### src/msf_pkg.sv
// constants, types and helpers shared by the fault and soft-start sequencer
// assumes a single 20 MHz core clock; no other files are needed
`default_nettype none
package msf_pkg;
    // ------------------------------------------------------------------
    // clock and oscillator timing
    // ------------------------------------------------------------------
    localparam int CLK_PERIOD_NS = 50;
    localparam int OSC_PERIOD_NS = 2500;  // 400 kHz switching cycle
    localparam int OSC_PERIOD_CYC = OSC_PERIOD_NS / CLK_PERIOD_NS;
    localparam int NUM_PHASES = 3;
    localparam int PHASE_STEP_CYC = OSC_PERIOD_CYC / NUM_PHASES;
    localparam int OSC_CNT_W = 6;

    // ------------------------------------------------------------------
    // register port and map
    // ------------------------------------------------------------------
    localparam int ADDR_W = 4;
    localparam int DATA_W = 8;
    localparam logic [3:0] ADDR_STATUS = 4'h0;
    localparam logic [3:0] ADDR_MASK = 4'h4;
    localparam logic [3:0] ADDR_CTRL = 4'h8;
    localparam logic [3:0] ADDR_STATE = 4'hc;
    localparam logic [7:0] MASK_RESET = 8'h00;
    localparam logic [7:0] DATA_ZERO = 8'h00;
    localparam int CTRL_FORCE_OFF = 0;
    localparam logic [4:0] VID_OFF_CODE = 5'h1f;

    // event bit positions in status and mask
    localparam int EV_MODULE_OC = 0;
    localparam int EV_PHASE_LIMIT = 1;
    localparam int EV_VID_OFF = 2;
    localparam int EV_ENABLE_LOW = 3;
    localparam int EV_SUPPLY_LOW = 4;
    localparam int EV_SOFTSTART_DONE = 5;
    localparam int EV_W = 6;

    // ------------------------------------------------------------------
    // types
    // ------------------------------------------------------------------
    typedef enum logic [1:0] {
        ST_DISCHARGE,
        ST_SOFTSTART,
        ST_RUN
    } msf_state_type;

    // comparator and pin results, all from the analog side
    typedef struct packed {
        logic [2:0] pwm_trip;
        logic [2:0] phase_limit;
        logic module_oc;
        logic supply_above_upper;
        logic supply_below_lower;
        logic comp_above_release;
        logic comp_below_low;
        logic [4:0] voltage_id_code;
        logic module_on_input;
        logic power_good_window_ok;
    } msf_sense_type;

    // counter value at which a phase's oscillator cycle begins
    function automatic logic [OSC_CNT_W-1:0] phase_offset(input int k);
        phase_offset = OSC_CNT_W'(k * PHASE_STEP_CYC);
    endfunction
endpackage
`default_nettype wire

### src/msf_phase_osc.sv
// oscillator that marks the start of each phase's switching cycle
// assumes one core clock; starts are one-cycle pulses, a third apart
`timescale 1ns/1ps
`default_nettype none
module msf_phase_osc
    import msf_pkg::*;
(
    input wire logic i_core_clk,
    input wire logic i_rst,
    output logic [NUM_PHASES-1:0] o_start
);
    logic [OSC_CNT_W-1:0] cnt_reg;
    localparam logic [OSC_CNT_W-1:0] CNT_LAST = OSC_CNT_W'(OSC_PERIOD_CYC - 1);

    // ------------------------------------------------------------------
    // free-running cycle counter
    // ------------------------------------------------------------------
    always_ff @(posedge i_core_clk or posedge i_rst) begin
        if (i_rst) begin
            cnt_reg <= '0;
        end else if (cnt_reg == CNT_LAST) begin
            cnt_reg <= '0;
        end else begin
            cnt_reg <= cnt_reg + OSC_CNT_W'(1);
        end
    end

    // staggered starts; a period of 50 cannot split evenly, so the
    // gap from the last phase back to the first is two cycles longer
    always_comb begin
        for (int k = 0; k < NUM_PHASES; k++) begin
            o_start[k] = (cnt_reg == phase_offset(k));  // [RQ8]
        end
    end
endmodule
`default_nettype wire

### src/msf_sequencer.sv
// top of the fault and soft-start sequencer for a three-phase buck
// assumes comparator results arrive as levels on i_sense and that the
// register port follows a one-cycle strobe protocol with no wait states
//
// What this block does
// RQ1: phase current limit ends that phase's gate pulse for this cycle only
// RQ2: module overcurrent sets fault latch and selects the compensation sink
// RQ3: compensation below low threshold after overcurrent restarts soft start
// RQ4: soft start selects charge source and holds all gates low
// RQ5: release threshold lets gates switch; overcurrent returns to discharge
// RQ6: gates disabled until supply reaches upper, again below lower threshold
// RQ7: overcurrent stops switching, drops driver enable, drives share fault
// RQ8: each gate rises at its own cycle start, phases a third apart
// RQ9: all-ones voltage ID stops switching and drops driver enable
// RQ10: module-on low pulls power good and driver enable low
// RQ11: all comparator and pin inputs pass two synchroniser flops
//
// Implementation choices: the address-and-strobe port and the placing of the registers.
`timescale 1ns/1ps
`default_nettype none
module msf_sequencer
    import msf_pkg::*;
(
    input wire logic i_core_clk,
    input wire logic i_rst,
    input wire msf_sense_type i_sense,
    input wire logic [ADDR_W-1:0] i_addr,
    input wire logic [DATA_W-1:0] i_wr_data,
    input wire logic i_wr,
    input wire logic i_rd,
    output logic [DATA_W-1:0] o_rd_data,
    output logic [NUM_PHASES-1:0] o_gate,
    output logic o_driver_enable_out,
    output logic o_power_good_out,
    output logic o_power_good_oe,
    output logic o_comp_sink_sel,
    output logic o_comp_charge_sel,
    output logic o_share_fault_drive,
    output logic o_irq
);
    // ------------------------------------------------------------------
    // declarations
    // ------------------------------------------------------------------
    msf_sense_type s;
    msf_state_type state_reg, state_next;
    logic [NUM_PHASES-1:0] start, gate_reg, gate_clear;
    logic supply_ok_reg, supply_ok_next;
    logic oc_latch_reg, pg_oe_reg, hold, vid_off, run_next;
    logic [EV_W-1:0] status_reg, mask_reg, ev, cond, cond_prev_reg;
    logic [DATA_W-1:0] ctrl_reg;
    logic soft_done;

    // power-up levels of the event conditions: leaving reset with the
    // supply still low, or before the enable pin has been seen through the
    // synchroniser, is not reported as a fall
    localparam logic [EV_W-1:0] COND_AT_RESET = EV_W'((1 << EV_ENABLE_LOW)
        | (1 << EV_SUPPLY_LOW));

    // ------------------------------------------------------------------
    // input synchronisation and oscillator
    // ------------------------------------------------------------------
    msf_sync #(.WIDTH($bits(msf_sense_type))) u_sync (
        .i_core_clk(i_core_clk),
        .i_rst(i_rst),
        .i_d(i_sense),
        .o_q(s)
    );

    msf_phase_osc u_osc (
        .i_core_clk(i_core_clk),
        .i_rst(i_rst),
        .o_start(start)
    );

    // ------------------------------------------------------------------
    // supply lockout with hysteresis
    // ------------------------------------------------------------------
    // between the two thresholds the previous verdict stands
    always_comb begin
        supply_ok_next = supply_ok_reg;
        if (s.supply_below_lower) begin
            supply_ok_next = 1'b0;  // [RQ6]
        end else if (s.supply_above_upper) begin
            supply_ok_next = 1'b1;  // [RQ6]
        end
    end

    always_ff @(posedge i_core_clk or posedge i_rst) begin
        if (i_rst) begin
            supply_ok_reg <= 1'b0;
        end else begin
            supply_ok_reg <= supply_ok_next;
        end
    end

    // ------------------------------------------------------------------
    // fault and soft-start state machine
    // ------------------------------------------------------------------
    assign vid_off = (s.voltage_id_code == VID_OFF_CODE);
    // conditions that keep the converter parked in discharge
    assign hold = vid_off | ~s.module_on_input | ctrl_reg[CTRL_FORCE_OFF]
        | ~supply_ok_next;  // [RQ6] [RQ9] [RQ10]

    always_comb begin
        state_next = state_reg;
        unique case (state_reg)
            ST_DISCHARGE: begin
                if (s.comp_below_low && !hold) begin
                    state_next = ST_SOFTSTART;  // [RQ3]
                end
            end
            ST_SOFTSTART: begin
                if (hold || s.module_oc) begin
                    state_next = ST_DISCHARGE;
                end else if (s.comp_above_release) begin
                    state_next = ST_RUN;  // [RQ5]
                end
            end
            ST_RUN: begin
                if (hold || s.module_oc) begin
                    state_next = ST_DISCHARGE;  // [RQ5] [RQ7]
                end
            end
            default: begin
                state_next = ST_DISCHARGE;  // a fourth code is illegal
            end
        endcase
    end

    always_ff @(posedge i_core_clk or posedge i_rst) begin
        if (i_rst) begin
            state_reg <= ST_DISCHARGE;
        end else begin
            state_reg <= state_next;
        end
    end

    // module overcurrent latch, cleared once the node is discharged
    always_ff @(posedge i_core_clk or posedge i_rst) begin
        if (i_rst) begin
            oc_latch_reg <= 1'b0;
        end else if (s.module_oc && state_reg != ST_DISCHARGE) begin
            oc_latch_reg <= 1'b1;  // [RQ2]
        end else if (s.comp_below_low) begin
            oc_latch_reg <= 1'b0;  // [RQ7]
        end
    end

    // every fault mode sinks the node; only soft start charges it
    assign o_comp_sink_sel = (state_reg == ST_DISCHARGE);  // [RQ2]
    assign o_comp_charge_sel = (state_reg == ST_SOFTSTART);  // [RQ4]
    assign o_driver_enable_out = (state_reg != ST_DISCHARGE);  // [RQ7]
    assign o_share_fault_drive = oc_latch_reg;  // [RQ7]

    // ------------------------------------------------------------------
    // gate outputs
    // ------------------------------------------------------------------
    // the clear looks at the next state so gates leave with the state
    assign run_next = (state_next == ST_RUN);
    assign gate_clear = s.pwm_trip | s.phase_limit  // [RQ1]
        | {NUM_PHASES{~run_next}};  // [RQ4] [RQ6] [RQ9]

    // clear wins over start: a limit still high at the cycle start
    // yields no pulse rather than a runt
    always_ff @(posedge i_core_clk or posedge i_rst) begin
        if (i_rst) begin
            gate_reg <= '0;
        end else begin
            gate_reg <= (gate_reg | start) & ~gate_clear;  // [RQ1] [RQ8]
        end
    end
    assign o_gate = gate_reg;

    // ------------------------------------------------------------------
    // power good pin (open drain, only ever pulls low)
    // ------------------------------------------------------------------
    always_ff @(posedge i_core_clk or posedge i_rst) begin
        if (i_rst) begin
            pg_oe_reg <= 1'b1;
        end else begin
            pg_oe_reg <= ~s.module_on_input  // [RQ10]
                | ~s.power_good_window_ok;
        end
    end
    assign o_power_good_oe = pg_oe_reg;
    assign o_power_good_out = 1'b0;

    // ------------------------------------------------------------------
    // events, status, mask and interrupt
    // ------------------------------------------------------------------
    // events are rising edges of these conditions; a level that stays set
    // raises no second event until it has gone away once
    assign soft_done = (state_reg == ST_SOFTSTART) && (state_next == ST_RUN);
    always_comb begin
        cond = '0;
        cond[EV_MODULE_OC] = oc_latch_reg;
        cond[EV_PHASE_LIMIT] = |s.phase_limit;
        cond[EV_VID_OFF] = vid_off;
        cond[EV_ENABLE_LOW] = ~s.module_on_input;
        cond[EV_SUPPLY_LOW] = ~supply_ok_reg;
        cond[EV_SOFTSTART_DONE] = soft_done;
    end
    assign ev = cond & ~cond_prev_reg;

    always_ff @(posedge i_core_clk or posedge i_rst) begin
        if (i_rst) begin
            cond_prev_reg <= COND_AT_RESET;
        end else begin
            cond_prev_reg <= cond;
        end
    end

    // write-one-to-clear; an event in the clearing cycle survives
    always_ff @(posedge i_core_clk or posedge i_rst) begin
        if (i_rst) begin
            status_reg <= '0;
        end else if (i_wr && i_addr == ADDR_STATUS) begin
            status_reg <= (status_reg & ~i_wr_data[EV_W-1:0]) | ev;
        end else begin
            status_reg <= status_reg | ev;
        end
    end

    always_ff @(posedge i_core_clk or posedge i_rst) begin
        if (i_rst) begin
            mask_reg <= MASK_RESET[EV_W-1:0];
            ctrl_reg <= DATA_ZERO;
        end else if (i_wr) begin
            if (i_addr == ADDR_MASK) begin
                mask_reg <= i_wr_data[EV_W-1:0];
            end
            if (i_addr == ADDR_CTRL) begin
                ctrl_reg <= i_wr_data;
            end
        end
    end
    assign o_irq = |(status_reg & mask_reg);

    // read data stand for exactly the cycle after the strobe
    always_ff @(posedge i_core_clk or posedge i_rst) begin
        if (i_rst) begin
            o_rd_data <= DATA_ZERO;
        end else if (!i_rd) begin
            o_rd_data <= DATA_ZERO;
        end else begin
            unique case (i_addr)
                ADDR_STATUS: o_rd_data <= DATA_W'(status_reg);
                ADDR_MASK: o_rd_data <= DATA_W'(mask_reg);
                ADDR_CTRL: o_rd_data <= ctrl_reg;
                ADDR_STATE: o_rd_data <= DATA_W'({o_driver_enable_out,
                    oc_latch_reg, supply_ok_reg, state_reg});
                default: o_rd_data <= DATA_ZERO;
            endcase
        end
    end
endmodule
`default_nettype wire

### src/msf_sync.sv
// two-stage synchroniser for a bundle of comparator and pin levels
// assumes the inputs are levels; pulses shorter than a clock may be missed
`timescale 1ns/1ps
`default_nettype none
module msf_sync #(
    parameter int WIDTH = 1
) (
    input wire logic i_core_clk,
    input wire logic i_rst,
    input wire logic [WIDTH-1:0] i_d,
    output logic [WIDTH-1:0] o_q
);
    logic [WIDTH-1:0] stage1_reg;
    logic [WIDTH-1:0] stage2_reg;
    logic [1:0] warm_reg;

    // ------------------------------------------------------------------
    // two flops; only the second stage is read
    // ------------------------------------------------------------------
    always_ff @(posedge i_core_clk or posedge i_rst) begin
        if (i_rst) begin
            stage1_reg <= '0;
            stage2_reg <= '0;
        end else begin
            stage1_reg <= i_d;  // [RQ11]
            stage2_reg <= stage1_reg;
        end
    end
    assign o_q = stage2_reg;

    // helper: marks when three edges have passed since reset
    always_ff @(posedge i_core_clk or posedge i_rst) begin
        if (i_rst) begin
            warm_reg <= 2'h0;
        end else if (warm_reg != 2'h3) begin
            warm_reg <= warm_reg + 2'h1;
        end
    end
endmodule
`default_nettype wire
### config.mk
export PLATFORM = sky130hd
export DESIGN_NAME = msf_sequencer
export DESIGN_NICKNAME = d
export VERILOG_FILES = /design/src/msf_pkg.sv /design/src/msf_phase_osc.sv /design/src/msf_sequencer.sv /design/src/msf_sync.sv
export SDC_FILE = /design/constraint.sdc
export NUM_CORES = 1
export LEC_CHECK = 0
export BUFFER_PORTS_ARGS = -buffer_cell sky130_fd_sc_hd__buf_2
export CAP_MARGIN = 5
export CELL_PAD_IN_SITES_DETAIL_PLACEMENT = 0
export CELL_PAD_IN_SITES_GLOBAL_PLACEMENT = 1
export CORE_MARGIN = 2
export CORE_UTILIZATION = 48
export DETAILED_ROUTE_END_ITERATION = 7
export PLACE_DENSITY = 0.82
export SETUP_SLACK_MARGIN = 0.3
export SLEW_MARGIN = 40
export SYNTH_ARGS = -nofsm -noshare
export SYNTH_HDL_FRONTEND = slang
export SYNTH_SLANG_ARGS = --single-unit
export TNS_END_PERCENT = 5
### constraint.sdc
create_clock -name i_core_clk -period 4.15 [get_ports i_core_clk]
set_input_delay 0.6225 -clock i_core_clk [delete_from_list [all_inputs] [get_ports i_core_clk]]
set_output_delay 0.6225 -clock i_core_clk [all_outputs]
set_load 0.05 [all_outputs]
==> impl_metrics.toml <==
[finish]
drive_gt1_share_pct = 28.4
finalNetCount = 321
diodes = 0
fillers = 500
seq_area_um2 = 2110
area_growth_pct = 16.6
multi_input_area_um2 = 842

[clock_network]
htreeDepth = 3
cts_tree = "done"
hold_buffers = 0
cts_buffers = 9
cts_resized = 0
postCtsSetupBuffers = 0
path_clk_slew_ns = 0.08
cts_sinks = 84
clockBufferDepth = 2
clock_latency_ns = 0.34
cts_root_buf = "clkbuf_8"

[floorplanning]
core_area_um2 = 6030
dieArea_um2 = 6990
die_y_um = 83.6
initial_core_util_pct = 50.5
ios = 52
dieWidth_um = 83.6
num_rows = 28

[sta]
post-route-min-period_ns = 2.00
setup_ws_ns = 2.15
fin_skew_ns = 0.00818
slew_violations = 0
fin_tns_setup_ns = 0
hold_viol_final = 0
rsz0062_at_grt = "no"
timing.fmax_mhz = 499
setup_viol = 0
fin_crit_sh_pct = 48.3

[worst_setup_path]
arrival_ns = 1.38
end_kind = "output port"
r2r_end = "o_gate[2]$_DFF_PP0_"
reg2reg_depth = 4
r2r-start = "state_reg[1]$_DFF_PP0_"
crit_required_ns = 3.53
rrSetupSlack_ns = 2.72
crit_path_start_kind = "flop"
path_max_fanout = 6
setup.worst_path.class = "reg2out"

[logic_synthesis]
async_reset_ff_share_pct = 100
synth_top_area_share_pct = 66.7
syn_nets = 263
synth.most_common_cell = "dfrtp_1"
syn_area_um2 = 3040
synth_seq_cells = 84
yosysSeqAreaShare_pct = 69.3
synth_edf_count = 0
yosys-top-cells-count = "81 x dfrtp_1, 19 x inv_1, 19 x o21ai_0"
synth.avg_cell_area_um2 = 13.5
syn_inst = 226
yosys_most_used_dff = "dfrtp_1"
yosysWarnings = 0
synthDistinctLibCells = 40
yosysTopAreaCell = "dfrtp_1"
synthTopCellsByArea = "dfrtp_1 67%, mux2_4 4.0%, o21ai_0 3.1%, mux2i_1 3.0%, dfstp_2 2.6%"

[routing]
vias = 1789
ant_nets = 0
wl_um = 5210
dr.pass1.iters = 5
wl_per_cell_um = 14.3
via_per_inst = 4.91
route.detailed.drc = 0
drtIter0Drc = 72

[power_and_ir_drop]
peakVddDrop_uv = 271
p_per_area_nw_per_um2 = 448
leakage_nw = 1.77
p_total_w = 0.00159

[grt]
grt_pass1_vias = 1793
track_usage_pct = 16.1
overflow = 0
grt_max_degree = 56
grt_pass1_wl_um = 8670
antenna_found_initial = 0

[hold_path]
hold_class = "in2async"

[outcome]
status = "finished clean"

[run]
drv_cap = 0

[placement]
dp_hpwl_um = 3650
io_buffers = 50
dp_slack_ns = 2.26
gp_congestion = 0.790
==> worst max-delay path: stages (launching register included) <==
cell	delay, ns
dfrtp_1	0.45
nor2_1	0.26
inv_1	0.10
buf_2	0.22
==> area by class of cell <==
class / instances / share of cell area (%)
Sequential cell: 84 / 59.4
Clock inverter: 5 / 1.06
Timing Repair Buffer: 51 / 7.27
Tap cell: 75 / 2.65
Inverter: 19 / 2.15
Clock buffer: 11 / 3.71
Multi-Input combinational cell: 119 / 23.8
==> cell usage in the layout, fill, tap and decap left out, types with 2 or more instances in the layout <==
master       n
nor2_1      18
a41oi_1      2
clkinv_4     2
mux2i_1      9
buf_2       50
nor2b_1      3
a21oi_1      2
mux2_4       8
o22a_1       3
nor3_1       5
ha_1         3
a22oi_1      3
nand3_1      6
and3_1       4
nor4_1       3
dfstp_2      3
clkinvlp_4   2
a211oi_1     2
inv_1       18
clkbuf_8     9
dfrtp_1     81
nand2_1      9
clkbuf_1     2
o21ai_0     19
nand3b_1     3
==> power breakdown <==
part           switching [W]  total [W]  internal [W]
sequential         0.0000395   0.000920      0.000880
combinational      0.0000897   0.000160     0.0000702
clock               0.000287   0.000507      0.000220
total               0.000417    0.00159       0.00117
==> worst max path at each step <==
stage / endpoint / from
floorplan: cond_prev_reg[0]$_DFF_PP0_ / i_rst
finish: o_driver_enable_out / state_reg[0]$_DFF_PP0_
CTS: o_driver_enable_out / state_reg[0]$_DFF_PP0_
global route: o_driver_enable_out / state_reg[0]$_DFF_PP0_
detailed placement: ctrl_reg[2]$_DFFE_PP0P_ / i_addr[3]
global placement: ctrl_reg[0]$_DFFE_PP0P_ / i_addr[3]
==> logic make-up (layout without fill, tap and decap cells) <==
family | count (synthesis) | in the layout | share of synthesized area, %
xor gates and xnor gates | 1 | 1 | 0.288
other | 1 | 1 | 0.123
DFF | 84 | 84 | 69.3
and+or+nand+nor | 59 | 59 | 10.5
adders and majority gates | 3 | 3 | 1.23
buffers and inverters | 23 | 86 | 3.05
AOI/OAI and AO/OA | 36 | 36 | 7.45
muxes | 19 | 19 | 8.15
==> per-stage QoR <==
step	utilization, %	hold slack, ns	std cells	cell area (um^2)
after floorplan	-	0.331	226	3040
after global placement	56.0	0.331	348	3370
after detailed placement	56.0	0.335	348	3380
after global routing	58.8	0.328	364	3540
final	58.8	0.297	364	3540
after CTS	58.8	0.298	364	3540
==> per-layer routing <==
layer	GRT usage (%)	wire length, um	vias to the layer above	part of all wire, %
met2	23.7	2350	49	45
met3	4.45	240	8	4.6
met1	22.7	2540	838	49
met5	0	0	-	0
met4	6.16	82	0	1.6
li1	-	-	894	-
No activity file was read; power rests on OpenSTA's default activity.
